## src/core/srsc_pkg.sv

```systemverilog
// constants for the serdes receive status and counter block
package srsc_pkg;
	// register indices; byte address is four times the index
	localparam logic [5:0] IDX_PARTNER = 6'h1a;
	localparam logic [5:0] IDX_STATUS  = 6'h1b;
	localparam logic [5:0] IDX_GOOD    = 6'h1c;
	localparam logic [5:0] IDX_ERROR   = 6'h1d;
	localparam logic [5:0] IDX_INT_STS = 6'h1e;
	localparam logic [5:0] IDX_INT_MSK = 6'h1f;
	localparam logic [1:0] WORD_ALIGN  = 2'h0;

	// status register fields
	localparam int ST_REALIGN = 15;
	localparam int ST_SIGDET  = 14;
	localparam int ST_FAULT   = 13;
	localparam int ST_COMMA   = 12;
	localparam int ST_POS_HI  = 11;
	localparam int ST_POS_LO  = 8;
	localparam int ST_HALT    = 7;

	// good and error counter fields
	localparam int GC_SINCE  = 15;
	localparam int GC_W      = 14;
	localparam int EC_W      = 8;
	localparam int SEL_HI    = 15;
	localparam int SEL_LO    = 14;
	localparam logic [GC_W-1:0] GOOD_LIMIT = 14'h2710;
	localparam logic [GC_W-1:0] GOOD_LAST  = GOOD_LIMIT - 14'h0001;
	localparam logic [EC_W-1:0] ERR_MAX    = 8'hff;

	// counter source select codes
	localparam logic [1:0] SEL_MEDIA = 2'h0;
	localparam logic [1:0] SEL_MAC   = 2'h1;

	// interrupt status and mask layout
	localparam int IRQ_W      = 5;
	localparam int IB_REALIGN = 0;
	localparam int IB_FAULT   = 1;
	localparam int IB_HALT    = 2;
	localparam int IB_CRC_ERR = 3;
	localparam int IB_PKT     = 4;

	// reset values
	localparam logic [15:0]      CW_RST  = 16'h0000;
	localparam logic [3:0]       POS_RST = 4'h0;
	localparam logic [1:0]       SEL_RST = 2'h0;
	localparam logic [IRQ_W-1:0] MSK_RST = 5'h00;
	localparam logic [31:0]      RD_RST  = 32'h0000_0000;
endpackage

```

## src/core/srsc_sticky.sv

```systemverilog
// one sticky flag; a set in the same cycle as a clear wins
`timescale 1ns/1ps
module srsc_sticky (
	input  wire logic clock,
	input  wire logic rst_sync_b,
	input  wire logic set,
	input  wire logic clr,
	output logic      q
);
	// set has priority so no event is lost on a clearing access
	always_ff @(posedge clock or negedge rst_sync_b) begin
		if (!rst_sync_b) begin
			q <= 1'b0;
		end else if (set) begin
			q <= 1'b1;
		end else if (clr) begin
			q <= 1'b0;
		end
	end
endmodule

```

## src/core/srsc_top.sv

```systemverilog
// serdes receive status, event flags and crc packet counters behind apb
//
// The APB register port was chosen for this implementation.
`timescale 1ns/1ps
// Operation
// - last configuration code word from partner readable in a 16-bit register
// - status bit 15 flags comma realignment, clears on status read
// - status bit 14 latches signal detect, clears after read
// - status bit 13 flags far-end fault received since last read
// - status bit 12 clears while no comma, set to one by a read
// - status bits 11:8 show comma alignment position 0 to 9
// - status bit 7 flags halt line state seen since last read
// - good counter bit 15 flags any good-crc packet since last read, resets zero
// - 14-bit good-crc counter wraps to zero at 10000 packets
// - good counter clears on read, giving count since previous read
// - 8-bit crc error counter saturates at 0xff, read clears it
// - select 00 picks media serdes, 01 mac serdes, others reserved
// - counters advance only while media link is up
module srsc_top
	import srsc_pkg::*;
(
	input  wire logic        clock,
	input  wire logic        rst_b,
	input  wire logic        psel,
	input  wire logic        penable,
	input  wire logic        pwrite,
	input  wire logic [7:0]  paddr,
	input  wire logic [31:0] pwdata,
	output logic [31:0]      prdata,
	output logic             pready,
	output logic             pslverr,
	output logic             irq,
	input  wire logic        cw_valid,
	input  wire logic [15:0] cw_data,
	input  wire logic        comma_realign,
	input  wire logic        signal_detect,
	input  wire logic        far_end_fault_indication,
	input  wire logic        comma_detect,
	input  wire logic [3:0]  comma_pos,
	input  wire logic        halt_line_state,
	input  wire logic        media_link_up,
	input  wire logic        media_pkt_good,
	input  wire logic        media_pkt_crc_err,
	input  wire logic        mac_pkt_good,
	input  wire logic        mac_pkt_crc_err
);
	localparam int NFLAG = IRQ_W + 5;
	localparam int F_REALIGN = IRQ_W;
	localparam int F_SIGDET  = IRQ_W + 1;
	localparam int F_FAULT   = IRQ_W + 2;
	localparam int F_HALT    = IRQ_W + 3;
	localparam int F_SINCE   = IRQ_W + 4;

	logic             rst_meta_b;
	logic             rst_sync_b;
	logic             hit_p;
	logic             hit_s;
	logic             hit_g;
	logic             hit_e;
	logic             hit_i;
	logic             hit_m;
	logic             hit_any;
	logic             setup;
	logic             wr_done;
	logic             rd_take;
	logic             rd_status;
	logic             rd_good;
	logic             rd_err;
	logic [15:0]      rd_val;
	logic [15:0]      cw_r;
	logic [3:0]       pos_r;
	logic             comma_r;
	logic [1:0]       sel_r;
	logic [GC_W-1:0]  good_cnt_r;
	logic [EC_W-1:0]  err_cnt_r;
	logic [IRQ_W-1:0] mask_r;
	logic [IRQ_W-1:0] int_sts;
	logic             good_ev;
	logic             err_ev;
	logic [NFLAG-1:0] flag_set;
	logic [NFLAG-1:0] flag_clr;
	logic [NFLAG-1:0] flag_q;

	//////////////////////////////////////////////////////////////////////
	// reset release: asynchronous assert, two-flop synchronous release
	always_ff @(posedge clock or negedge rst_b) begin
		if (!rst_b) begin
			rst_meta_b <= 1'b0;
			rst_sync_b <= 1'b0;
		end else begin
			rst_meta_b <= 1'b1;
			rst_sync_b <= rst_meta_b;
		end
	end

	//////////////////////////////////////////////////////////////////////
	// apb decode; only word-aligned addresses hit a register
	assign hit_p   = (paddr[7:2] == IDX_PARTNER) && (paddr[1:0] == WORD_ALIGN);
	assign hit_s   = (paddr[7:2] == IDX_STATUS) && (paddr[1:0] == WORD_ALIGN);
	assign hit_g   = (paddr[7:2] == IDX_GOOD) && (paddr[1:0] == WORD_ALIGN);
	assign hit_e   = (paddr[7:2] == IDX_ERROR) && (paddr[1:0] == WORD_ALIGN);
	assign hit_i   = (paddr[7:2] == IDX_INT_STS) && (paddr[1:0] == WORD_ALIGN);
	assign hit_m   = (paddr[7:2] == IDX_INT_MSK) && (paddr[1:0] == WORD_ALIGN);
	assign hit_any = hit_p | hit_s | hit_g | hit_e | hit_i | hit_m;

	// read side effects fire at the setup edge, when the data is sampled,
	// so the value returned and the value cleared are the same snapshot
	assign setup     = psel & ~penable;
	assign wr_done   = psel & penable & pready & pwrite;
	assign rd_take   = setup & ~pwrite;
	assign rd_status = rd_take & hit_s;
	assign rd_good   = rd_take & hit_g;
	assign rd_err    = rd_take & hit_e;

	// read data mux; unlisted bit positions stay zero
	always_comb begin
		rd_val = 16'h0000;
		if (hit_p) begin
			rd_val = cw_r;
		end else if (hit_s) begin
			rd_val[ST_REALIGN]          = flag_q[F_REALIGN];
			rd_val[ST_SIGDET]           = flag_q[F_SIGDET];
			rd_val[ST_FAULT]            = flag_q[F_FAULT];
			rd_val[ST_COMMA]            = comma_r;
			rd_val[ST_POS_HI:ST_POS_LO] = pos_r;
			rd_val[ST_HALT]             = flag_q[F_HALT];
		end else if (hit_g) begin
			rd_val[GC_SINCE]  = flag_q[F_SINCE];
			rd_val[GC_W-1:0]  = good_cnt_r;
		end else if (hit_e) begin
			rd_val[SEL_HI:SEL_LO] = sel_r;
			rd_val[EC_W-1:0]      = err_cnt_r;
		end else if (hit_i) begin
			rd_val[IRQ_W-1:0] = int_sts;
		end else if (hit_m) begin
			rd_val[IRQ_W-1:0] = mask_r;
		end
	end

	// no wait state: answer in the first access cycle
	always_ff @(posedge clock or negedge rst_sync_b) begin
		if (!rst_sync_b) begin
			pready  <= 1'b0;
			pslverr <= 1'b0;
			prdata  <= RD_RST;
		end else begin
			pready  <= setup;
			pslverr <= setup & ~hit_any;
			if (setup) begin
				prdata <= pwrite ? RD_RST : {16'h0000, rd_val};
			end
		end
	end

	//////////////////////////////////////////////////////////////////////
	// partner code word, captured whenever the receiver delivers one
	always_ff @(posedge clock or negedge rst_sync_b) begin
		if (!rst_sync_b) begin
			cw_r <= CW_RST;
		end else if (cw_valid) begin
			cw_r <= cw_data;
		end
	end

	// comma position follows the aligner live
	always_ff @(posedge clock or negedge rst_sync_b) begin
		if (!rst_sync_b) begin
			pos_r <= POS_RST;
		end else begin
			pos_r <= comma_pos;
		end
	end

	// comma detect: read forces one, absence of comma drops it
	always_ff @(posedge clock or negedge rst_sync_b) begin
		if (!rst_sync_b) begin
			comma_r <= 1'b0;
		end else if (rd_status) begin
			comma_r <= 1'b1;
		end else if (!comma_detect) begin
			comma_r <= 1'b0;
		end
	end

	//////////////////////////////////////////////////////////////////////
	// counter source select; reserved codes are refused, old value kept
	always_ff @(posedge clock or negedge rst_sync_b) begin
		if (!rst_sync_b) begin
			sel_r <= SEL_RST;
		end else if (wr_done && hit_e && (pwdata[SEL_HI:SEL_LO] == SEL_MEDIA ||
			pwdata[SEL_HI:SEL_LO] == SEL_MAC)) begin
			sel_r <= pwdata[SEL_HI:SEL_LO];
		end
	end

	// packet events from the selected serdes, gated by media link
	always_comb begin
		good_ev = 1'b0;
		err_ev  = 1'b0;
		if (media_link_up) begin
			if (sel_r == SEL_MEDIA) begin
				good_ev = media_pkt_good;
				err_ev  = media_pkt_crc_err;
			end else if (sel_r == SEL_MAC) begin
				good_ev = mac_pkt_good;
				err_ev  = mac_pkt_crc_err;
			end
		end
	end

	// good counter: clear on read keeps a same-cycle packet
	always_ff @(posedge clock or negedge rst_sync_b) begin
		if (!rst_sync_b) begin
			good_cnt_r <= '0;
		end else if (rd_good) begin
			good_cnt_r <= {{(GC_W-1){1'b0}}, good_ev};
		end else if (good_ev) begin
			if (good_cnt_r == GOOD_LAST) begin
				good_cnt_r <= '0;
			end else begin
				good_cnt_r <= good_cnt_r + 1'b1;
			end
		end
	end

	// error counter: saturates instead of wrapping
	always_ff @(posedge clock or negedge rst_sync_b) begin
		if (!rst_sync_b) begin
			err_cnt_r <= '0;
		end else if (rd_err) begin
			err_cnt_r <= {{(EC_W-1){1'b0}}, err_ev};
		end else if (err_ev && err_cnt_r != ERR_MAX) begin
			err_cnt_r <= err_cnt_r + 1'b1;
		end
	end

	//////////////////////////////////////////////////////////////////////
	// sticky flags: interrupt status (w1c) then read-cleared status bits
	assign flag_set[IB_REALIGN] = comma_realign;
	assign flag_set[IB_FAULT]   = far_end_fault_indication;
	assign flag_set[IB_HALT]    = halt_line_state;
	assign flag_set[IB_CRC_ERR] = err_ev;
	assign flag_set[IB_PKT]     = good_ev;
	assign flag_set[F_REALIGN]  = comma_realign;
	assign flag_set[F_SIGDET]   = signal_detect;
	assign flag_set[F_FAULT]    = far_end_fault_indication;
	assign flag_set[F_HALT]     = halt_line_state;
	assign flag_set[F_SINCE]    = good_ev;
	assign flag_clr = {rd_good, {4{rd_status}},
		{IRQ_W{wr_done & hit_i}} & pwdata[IRQ_W-1:0]};
	assign int_sts  = flag_q[IRQ_W-1:0];

	genvar gi;
	generate
		for (gi = 0; gi < NFLAG; gi++) begin : g_flag
			srsc_sticky u_flag (
				.clock      (clock),
				.rst_sync_b (rst_sync_b),
				.set        (flag_set[gi]),
				.clr        (flag_clr[gi]),
				.q          (flag_q[gi])
			);
		end
	endgenerate

	// interrupt mask and level output
	always_ff @(posedge clock or negedge rst_sync_b) begin
		if (!rst_sync_b) begin
			mask_r <= MSK_RST;
		end else if (wr_done && hit_m) begin
			mask_r <= pwdata[IRQ_W-1:0];
		end
	end

	always_ff @(posedge clock or negedge rst_sync_b) begin
		if (!rst_sync_b) begin
			irq <= 1'b0;
		end else begin
			irq <= |(int_sts & mask_r);
		end
	end
endmodule

```

## config.mk

```make
export PLATFORM = sky130hd
export DESIGN_NAME = srsc_top
export DESIGN_NICKNAME = d
export VERILOG_FILES = /design/src/core/srsc_pkg.sv /design/src/core/srsc_sticky.sv /design/src/core/srsc_top.sv
export SDC_FILE = /design/constraint.sdc
export NUM_CORES = 1
export LEC_CHECK = 0
export BUFFER_PORTS_ARGS = -buffer_cell sky130_fd_sc_hd__buf_2
export CAP_MARGIN = 20
export CORE_UTILIZATION = 47
export CTS_BUF_LIST = sky130_fd_sc_hd__clkbuf_4 sky130_fd_sc_hd__clkbuf_8
export DETAILED_ROUTE_END_ITERATION = 16
export MAX_ROUTING_LAYER = met4
export PLACE_DENSITY = 0.83
export SYNTH_ARGS = -nofsm -noshare
export SYNTH_HDL_FRONTEND = slang
export SYNTH_HIERARCHICAL = 1
export SYNTH_SLANG_ARGS = --single-unit
export TNS_END_PERCENT = 100
```

## constraint.sdc

```tcl
create_clock -name clock -period 6.7 [get_ports clock]
set_input_delay 0.67 -clock clock [delete_from_list [all_inputs] [get_ports clock]]
set_output_delay 0.67 -clock clock [all_outputs]
set_load 0.01 [all_outputs]
```

Yosys cells after proc, flatten, opt, wreduce, memory -nomap -nowiden
Cells that the tools add are included.
{"block": "totals", "regBits": 97, "input_bits": 76, "output_inout_bits": 35, "wordCells": 125}
{"block": "classes", "add_sub_neg": 2, "eq_ne": 11, "mux": 43, "n_bitwise": 20, "reduce_logical": 26}
{"operator": "14-bit two-way mux", "n": 3}
{"operator": "6-bit by 5-bit equality test with 1-bit output (second input constant)", "n": 6}
{"operator": "16-bit two-way mux", "n": 2}
{"operator": "1-bit two-way mux", "n": 27}
{"operator": "8-bit two-way mux", "n": 3}
{"operator": "2-bit nonzero test", "n": 11}
{"operator": "5-bit two-way mux", "n": 3}
{"operator": "14-bit by 1-bit adder with 14-bit output (second input constant)", "n": 1}
{"operator": "14-bit equality test (second input constant)", "n": 1}
{"operator": "1-bit bitwise AND", "n": 10}
{"operator": "5-bit bitwise AND", "n": 2}
{"operator": "1-bit logical AND", "n": 10}
{"operator": "9-bit two-way mux", "n": 1}
{"operator": "8-bit by 1-bit adder with 8-bit output (second input constant)", "n": 1}
{"operator": "8-bit != test (second input constant)", "n": 1}
{"operator": "7-bit two-way mux", "n": 1}
{"operator": "2-bit logical NOT", "n": 3}
{"operator": "6-bit two-way mux", "n": 1}
{"operator": "1-bit bitwise OR", "n": 5}
{"operator": "5-bit OR reduction", "n": 1}
{"operator": "2-bit by 1-bit equality test with 1-bit output (second input constant)", "n": 2}
{"operator": "3-bit two-way mux", "n": 1}
{"operator": "1-bit inverter", "n": 3}
{"operator": "2-bit two-way mux", "n": 1}
{"operator": "other kinds (2)", "n": 2}

Depth between registers and ports, before layout
Gate-level depths: netlist of the first run.
{"block": "depth", "depth_word": 9, "mapped_depth": 8, "mapped_depth_nobuf": 6}

Modules after synthesis
Netlist of the first run, hierarchy kept.
{"mod": "srsc_top", "n_inst": 1, "cells_each": 371, "area_each_um2": 3751.1, "seq_area_each_um2": 1776.7}
{"mod": "srsc_sticky", "n_inst": 10, "cells_each": 3, "area_each_um2": 36.3, "seq_area_each_um2": 25.0}

Worst setup path after synthesis of the first run
OpenSTA, ideal clock, no wires.
{"block": "synth_timing", "path_type": "input to register", "startpoint": "in penable", "endpoint": "reg g_flag[5].u_flag.q", "setup_ns": 0.118, "arrival_ns": 2.026, "required_ns": 6.582, "setup_slack_ns": 4.556, "cell_stages": 8, "n_path_buf": 2, "path_cell_list": "nand2b_4 or2_1 buf_2 or3_1 buf_2 nor2_1 inv_1 a21o_1"}
{"block": "synth_between", "elab_chain_cells": 5}
{"item": "start: declaration", "line_no": "srsc_top.sv:25", "rtl": "input wire logic penable,"}
{"item": "1-bit inverter", "line_no": "srsc_top.sv:108", "rtl": "assign setup = psel & ~penable;"}
{"item": "1-bit bitwise AND", "line_no": "srsc_top.sv:108"}
{"item": "1-bit bitwise AND", "line_no": "srsc_top.sv:110", "rtl": "assign rd_take = setup & ~pwrite;"}
{"item": "1-bit bitwise AND", "line_no": "srsc_top.sv:111", "rtl": "assign rd_status = rd_take & hit_s;"}
{"item": "named net flag_clr[5]", "line_no": "srsc_top.sv:81", "rtl": "logic [NFLAG-1:0] flag_clr;"}
{"item": "2-bit nonzero test (no line)"}
{"item": "end signal: assignment", "line_no": "srsc_sticky.sv:13", "rtl": "q <= 1'b0;"}
{"item": "end signal: assignment", "line_no": "srsc_sticky.sv:15", "rtl": "q <= 1'b1;"}
{"item": "end signal: assignment", "line_no": "srsc_sticky.sv:17", "rtl": "q <= 1'b0;"}
{"item": "end: declaration", "line_no": "srsc_sticky.sv:8", "rtl": "output logic q"}
The timed path passes the listed nets, and every way through them passes these cells.
A chain may end at the register's enable or synchronous reset.

Worst setup path in the final report of the first run
{"block": "layout_timing", "startpoint": "in penable", "endpoint": "reg g_flag[7].u_flag.q"}
{"block": "layout_between", "elab_chain_cells": 5}
{"item": "1-bit inverter", "line_no": "srsc_top.sv:108"}
{"item": "1-bit bitwise AND", "line_no": "srsc_top.sv:108"}
{"item": "1-bit bitwise AND", "line_no": "srsc_top.sv:110"}
{"item": "1-bit bitwise AND", "line_no": "srsc_top.sv:111"}
{"item": "named net flag_clr[5]", "line_no": "srsc_top.sv:81"}
{"item": "2-bit nonzero test (no line)"}
{"item": "end signal: assignment", "line_no": "srsc_sticky.sv:13"}
{"item": "end signal: assignment", "line_no": "srsc_sticky.sv:15"}
{"item": "end signal: assignment", "line_no": "srsc_sticky.sv:17"}
{"item": "end: declaration", "line_no": "srsc_sticky.sv:8"}
The timed path passes the listed nets, and every way through them passes these cells.

==> metrics list, run 1 <==
* Cell chain of the critical path: buf_2 > nand2b_4 > or2_1 > or3_1 > nor2_1 > inv_1 > a21o_1
* Initial antenna violation count: 0
- After floorplanning, the core was divided into 33 placement rows.
- After detailed routing, the average wire length per cell comes to 15.9 um.
* Proportion of synthesized area in mux cells: 10.2%
* Buffers and inverters on the worst path: 2
- The H-tree generated during clock tree synthesis spans 3 levels.
- The number of global-route vias before repair came to 3059.
* Number of standard cells after synthesis: 401
- STA puts the critical path data arrival time at 2550 ps.
* Post-synthesis xor/xnor area fraction: 2.13%
- Initial core utilization: 49.3%
- Dominant combinational cell family by area after synthesis: simple AND/OR/NAND/NOR gates
- The flow ran to the end, and the final reports show no timing, DRC or antenna violations.
- The count of nets left with antenna violations once routing finished came out at 0.
* Largest net degree at the start of global routing: 80
* Max-cap violation count: 0
* Clock Latency Late Sink: 360 ps
- Static timing analysis puts the maximum clock frequency at 0.435 GHz.
- Vert. Die Dim: 95.6 um
* Resized Gates After CTS: 0
* Layout filler cell count: 728
* Total detailed-routing wirelength: 9090 um
- Clock-pin slew was measured on the worst setup and hold paths at 80 ps.
- VDD sags by at most 148 uV.
- After synthesis the netlist holds a flip-flop and latch count of 81.
- Detailed placement ended at an HPWL of 6570 um.
- Counting along the longest clock path gives a buffer depth of 2.
- Number of sinks on the clock net: 81
* Number of remaining DRC errors: 0
- The number of different library cells used by synthesis comes to 50.
- 0 antenna diodes ended up in the layout.
* Combined area of the multi-input logic cells: 0.00186 mm2
- Final instance area: 0.00465 mm2
* EDFF count, synth: 0
- Post-CTS setup buffer count: 0
- Async set-reset flop share out of synthesis: 100%
- Clock skew on the completed layout was measured at 5.18 ps.
- First-pass detailed-route iteration total: 4
- For this design the static power due to leakage is 2.17 nW.
- In the final layout, flip-flops and latches occupy 0.00203 mm2.
- Synth Area in Adders: 0.608%
* Hold buffer count at cts: 0
- Cell family contributing the most delay on the critical path: simple AND/OR/NAND/NOR gates
- Worst path max stage delay: 560 ps
* Final standard cell utilization of the core: 55.7%
- Register-to-Register Path Depth: 6
- Part of the Yosys area used for sequential elements: 49.3%
- For the finished layout, the period the worst path requires is 2300 ps.
- Weighted congestion reported at the end of routability-driven placement: 0.802
- The number of hold violations in the final report was 0.
- The die covers 0.00913 mm2.
* Relative area change from synthesis to final layout: 13.0%
* Worst Path Max Fanout: 22
- Global-route wire length before repair: 14600 um
- Of the total synthesized cell area, the portion taken by AND, OR, NAND and NOR gates is 18.5%.
- Summing all placed instances gives a cell area of 0.00445 mm2.
- The most used flip-flop cell after synthesis is dfrtp_1.
- Clock root buffer: clkbuf_8
* DR vias/cell: 5.54
* Syn Area/Cell: 10.3 um2
- The detailed router finished its first iteration with 157 violations.
- Final Net Count: 540
- Aggregate negative setup slack: 0 ps
* Actual slew at the worst max-slew pin: 989 ps
- During synthesis, Yosys emitted a total of 6 warnings.
- Layout cells sized above 1: 26.8%
- Req. time, crit path: 6950 ps
* GRT Overall Usage: 22.1%
- In this run the worst hold path is classified as in -> async.
* Overall overflow remaining after global route: 0
- Via total after detailed routing: 3169
* Total CTS buffers: 9
- Slowest stage cell on the critical path: or3_1
* Area of the mapped netlist: 0.00411 mm2
* Port bufs: 69
- Counting buffers and inverters, the worst setup path is 7 cells deep.
- Setup violations remaining at the end of the flow were counted as 0.
* Ports: 111
* Clock tree from TritonCTS: done
* Setup repair after global routing missed its margin: false
- Category of the critical setup timing path: in -> reg
- STA classifies the critical path startpoint as an input pin.
- Of the available clock period, the critical path in the final layout requires 34.3%.
- Core Region: 0.00834 mm2
- Number of max-slew violations in the final report: 0
- The worst setup path is captured at a flip-flop.
* Floorplan die width: 95.6 um
* Compound-Gate Fraction of Synth Area: 12.1%
* Max_slew headroom: 34.1%
- Ratio of total power to cell area: 234 mW/mm2
==> through the flow <==
stage	instances	total power (W)	setup WS (ps)	hold slack, ps
2_1_floorplan	416	0.000697	4280	331
3_3_place_gp	556	0.000734	4090	340
3_5_place_dp	556	0.000746	4030	337
4_1_cts	572	0.00110	4400	70.2
5_1_grt	572	0.00114	4220	64.7
6_report	572	0.00109	4400	81.0
==> logic make-up after synthesis <==
| family | Yosys count |
|---|---|
| buf+inv | 55 |
| xor+xnor | 10 |
| fa+ha+maj | 2 |
| compound gates | 76 |
| simple gates | 138 |
| mux | 37 |
| flops | 81 |
| other cells | 2 |
==> state kept, by name (all words and copies together), names as in the netlist <==
signal           flops
g_flag.u_flag/q     10
prdata              16
cw_r                16
pready               1
mask_r               5
pslverr              1
rst_sync_b           1
err_cnt_r            8
sel_r                2
good_cnt_r          14
rst_meta_b           1
irq                  1
pos_r                4
comma_r              1
==> power breakdown <==
| group | switching [W] | internal [W] |
|---|---|---|
| clock network | 0.000177 | 0.000176 |
| registers | 0.0000613 | 0.000531 |
| logic | 0.0000760 | 0.0000692 |
| total | 0.000314 | 0.000776 |
==> path summary, 6_finish.rpt <==
| path | start | end | slack [ps] |
|---|---|---|---|
| hold / removal | rst_b | rst_sync_b$_DFF_PN0_ | 80 |
| max in group asynchronous | rst_sync_b$_DFF_PN0_ | cw_r[5]$_DFFE_PN0P_ | 5570 |
| setup / recovery | penable | g_flag[7].u_flag/q$_DFFE_PN0P_ | 4400 |
| setup reg to reg | good_cnt_r[0]$_DFFE_PN0P_ | good_cnt_r[10]$_DFFE_PN0P_ | 4420 |
| min in group clock | rst_meta_b$_DFF_PN0_ | rst_sync_b$_DFF_PN0_ | 360 |
| hold reg to reg | rst_meta_b$_DFF_PN0_ | rst_sync_b$_DFF_PN0_ | 360 |
==> area by class of cell <==
class / count / share of cell area, %
tap: 105 / 2.83
multi-input combinational: 280 / 40.0
clock buffer: 13 / 3.85
clock inverter: 3 / 0.457
sequential: 81 / 43.7
timing repair buffer: 70 / 7.59
inverter: 20 / 1.61
==> worst reg2reg max path: stages (launching register included) <==
cell and delay [ps]:
dfrtp_1 450, ha_1 250, nand4_1 280, nor4_4 690
o21ai_0 220, a22oi_1 220, nor2_1 70
==> synthesized netlist by cell type, drive strengths merged (2+ instances only) <==
| cell | number | area [um2] |
|---|---|---|
| and2 | 5 | 31.3 |
| a22oi | 3 | 22.5 |
| a21o | 17 | 128 |
| mux2 | 23 | 278 |
| and3 | 5 | 31.3 |
| o21ai | 18 | 90.1 |
| dfrtp | 81 | 2030 |
| a21oi | 15 | 75.1 |
| nor4 | 11 | 90.1 |
| nand2b | 2 | 20.0 |
| nor2 | 36 | 150 |
| or2 | 7 | 43.8 |
| inv | 19 | 71.3 |
| mux2i | 14 | 140 |
| nand4 | 6 | 52.6 |
| nand2 | 27 | 101 |
| conb | 2 | 7.51 |
| nor4b | 2 | 17.5 |
| nand3 | 8 | 40.0 |
| xnor2 | 10 | 87.6 |
| nor3 | 16 | 80.1 |
| a211oi | 6 | 45.0 |
| ha | 2 | 25.0 |
| or4 | 3 | 26.3 |
| buf | 27 | 185 |
| clkbuf | 8 | 30.0 |
| o22ai | 8 | 50.1 |
| a221o | 7 | 70.1 |
| nor2b | 2 | 12.5 |
| nor3b | 4 | 30.0 |
==> cell usage in the layout (no fill, tap or decap), drive strengths merged, types with 3 or more instances in the layout <==
master,count
o21ai,18
mux2,23
buf,70
conb,17
nand3,8
xnor2,10
a211oi,6
nor3,16
and3,5
a22oi,3
nand4,6
nor4,11
dfrtp,81
nor3b,4
or2,7
or4,3
and2,5
nor2,36
o22ai,8
a21o,17
clkbuf,13
a21oi,15
mux2i,14
a221o,7
nand2,27
inv,20
==> per-layer routing <==
metal / vias up / track usage (%) / wire [um]
li1: 1510 / - / -
met1: 1543 / 26.3 / 4000
met2: 93 / 36.0 / 4440
met3: 23 / 6.46 / 463
met4: 0 / 7.46 / 193
met5: - / - / 0
Power figures use the tool's default switching activity.
==> run 2: changes to the inputs <==
--- a/config.mk
+++ b/config.mk
@@ -11,7 +11,7 @@
 export CTS_BUF_LIST = sky130_fd_sc_hd__clkbuf_4 sky130_fd_sc_hd__clkbuf_8
 export DETAILED_ROUTE_END_ITERATION = 16
 export MAX_ROUTING_LAYER = met4
-export PLACE_DENSITY = 0.83
+export PLACE_DENSITY = 0.86
 export SYNTH_ARGS = -nofsm -noshare
 export SYNTH_HDL_FRONTEND = slang
 export SYNTH_HIERARCHICAL = 1
==> constraint.sdc (replaced) <==
create_clock -name clock -period 2.1 [get_ports clock]
set_input_delay 0.21 -clock clock [delete_from_list [all_inputs] [get_ports clock]]
set_output_delay 0.21 -clock clock [all_outputs]
set_load 0.01 [all_outputs]
==> metrics list, run 2 (same netlist as run 1, synthesis figures left out) <==
* Setup repair after global routing missed its margin: false
* Initial core utilization: 49.3%
* Type of the most critical hold path: in -> reg
- Counting tap cells, the placed design contains a total of 570 instances.
- Across all layers, the routed design uses 3305 vias.
- At the worst endpoint, the arrival time is 2160 ps.
* Worst hold path cell count: 2
* Worst Path Max Fanout: 7
- Clock-pin transition on the worst setup and hold timing paths: 80 ps
- Before antenna repair, the detailed router went through 4 iterations.
* Maximum achievable frequency: 0.520 GHz
- In this design, the largest share of critical-path delay is due to simple AND/OR/NAND/NOR gates.
- Leading cell types in the layout, fill and taps excluded: dfrtp_1, buf_2, nor2_1
* Final antenna-violating net count: 0
- The number of hold violations in the final report came to 0.
- The worst register-to-register path begins at good_cnt_r[0]$_DFFE_PN0P_.
* Final period demand of the worst path: 1920 ps
- In this run the count of I/O pins placed on the die edge is 111.
- Overall power consumption: 0.00349 W
- At the end of the flow, the number of nets in the layout was 559.
* Req. time, crit path: 2340 ps
* Layout cells sized above 1: 28.6%
- In this run the tightest slew margin relative to its limit is 52.8%.
- In this run, the number of DRC markers left after iteration 0 of detailed routing was 225.
- Clock Latency Late Sink: 350 ps
* Max Root-Sink Buffers: 2
- Counting both buffers and inverters, the worst setup path holds a total of 1.
* Endpoint of the worst setup timing path: good_cnt_r[12]$_DFFE_PN0P_
* Global-route wire length before repair: 15200 um
* End of the worst register-to-register path: good_cnt_r[12]$_DFFE_PN0P_
- Cell chain of the critical path: ha_1 > nand4_1 > nor4_4 > buf_4 > o21ai_0 > a22oi_1 > nor2_1
* Resized Gates After CTS: 0
- Category of the critical setup timing path: reg -> reg
* Aggregate negative setup slack: 0 ps
- Result of the run: completed
* Total CTS buffers: 9
* Actual slew at the worst max-slew pin: 708 ps
* Layout Skew: 6.51 ps
* Total detailed-routing wirelength: 9410 um
- Entering global routing, the biggest net connects 30 pins.
- DR vias/cell: 5.59
- Regs by FF count: cw_r x16, prdata x16, good_cnt_r x14
- Detailed placement ended at an HPWL of 7050 um.
* Depth of the critical timing path with buffers and inverters included: 7
- Relative to the synthesized area, the layout overhead comes to 17.3%.
- Max-cap violations in this run came to 0.
- The worst register-to-register path has a depth of 7.
- In this run the power density over the cells is 723 mW/mm2.
* Number of H-tree levels: 3
- Slowest stage cell on the critical path: dfrtp_1
- Launch point of the worst path: good_cnt_r[0]$_DFFE_PN0P_
* Number of max-slew violations in the final report: 0
- Peak supply drop: 448 uV
- Final setup violating endpoints: 0
- Initial antenna violation count: 0
- Measured along the x axis, the die boundary spans 95.6 um.
- The final critical path takes up 91.5% of the cycle.
* Kind of start point of the critical path: flip-flop
- Number of sinks on the clock net: 81
- For this run, the share of the core covered by cells in the final layout is 57.9%.
- For this run, design rule violations remaining after detail routing come to 0.
* Routed length per placed instance: 15.9 um
* GRT Overall Usage: 22.7%
- 0 antenna diodes ended up in the layout.
- TritonCTS built the clock tree.
- Overall overflow remaining after global route: 0
* Non-filler cells in the finished layout: 591
- Clock root buffer: clkbuf_8
- Register-to-register setup slack: 180 ps
* Port bufs: 69
- Weighted congestion reported at the end of routability-driven placement: 0.865
* Most common cell after layout, fill and taps aside: dfrtp_1
* Kind of end point of the critical path: flip-flop
- Worst path max stage delay: 450 ps
* Leak: 2.26 nW
* Via count of the first global-routing pass: 3285
* Vert. Die Dim: 95.6 um
* Number of cell rows: 33
* DIE AREA: 0.00913 mm2
* Core Region: 0.00834 mm2
==> run 2: changes by cell type in the layout (fill, tap and decap cells not counted) <==
| cell | before | now |
|---|---|---|
| buf_4 | 1 | 13 |
| dfrtp_4 | 1 | 0 |
| buf_12 | 0 | 2 |
| dlygate4sd3_1 | 0 | 5 |
| dfrtp_2 | 0 | 1 |
==> run 2: through the flow <==
step | hold WS [ps] | instance area [um2] | setup WS [ps]
after floorplan | -85.6 | 4170 | 381
after global placement | -2.36 | 4580 | 278
after detailed placement | -1.03 | 4580 | 216
after CTS | 43.6 | 4830 | 190
after global routing | 37.7 | 4830 | 78.6
final | 49.6 | 4830 | 179
==> run 2: metal layers <==
| metal | GRT usage [%] | part of all wire, % |
|---|---|---|
| met2 | 38.3 | 51 |
| met4 | 8.46 | 1.9 |
| met5 | - | 0 |
| met1 | 26.9 | 42 |
| met3 | 4.63 | 5.3 |
==> run 2: what timing repair did <==
| action | in CTS | in global routing |
|---|---|---|
| setup endpoints to repair | 0 | 0 |
| endpoints found under the hold margin | 6 | 0 |
| buffers inserted | 0 | 0 |
| hold buffers | 5 | 0 |
==> run 2: worst min path at each step <==
stage / start / to
floorplan: rst_b / rst_meta_b$_DFF_PN0_
global placement: rst_b / rst_meta_b$_DFF_PN0_
detailed placement: rst_b / rst_meta_b$_DFF_PN0_
CTS: signal_detect / g_flag[6].u_flag/q$_DFFE_PN0P_
global route: signal_detect / g_flag[6].u_flag/q$_DFFE_PN0P_
finish: signal_detect / g_flag[6].u_flag/q$_DFFE_PN0P_
==> run 2: area by class of cell <==
class	count	area (um2)
clock buffer	13	179
clock inverter	3	21.3
inverter	20	75.1
fill	708	3510
sequential	81	2030
tap	105	131
multi-input combinational	280	1860
timing repair buffer	89	533
==> run 2: worst reg2reg max path: stages (launching register included) <==
cell and delay, ps:
dfrtp_1 450, ha_1 260, nand4_1 210, nor4_4 340, buf_4 200, o21ai_0 100, a22oi_1 200, nor2_1 60
==> run 2: power breakdown <==
part | leakage [nW] | total, W | internal, W | switching (W)
logic | 1.17 | 0.000503 | 0.000239 | 0.000264
clock network | 0.102 | 0.00112 | 0.000561 | 0.000555
registers | 0.997 | 0.00187 | 0.00169 | 0.000176
total | 2.26 | 0.00349 | 0.00249 | 0.000995
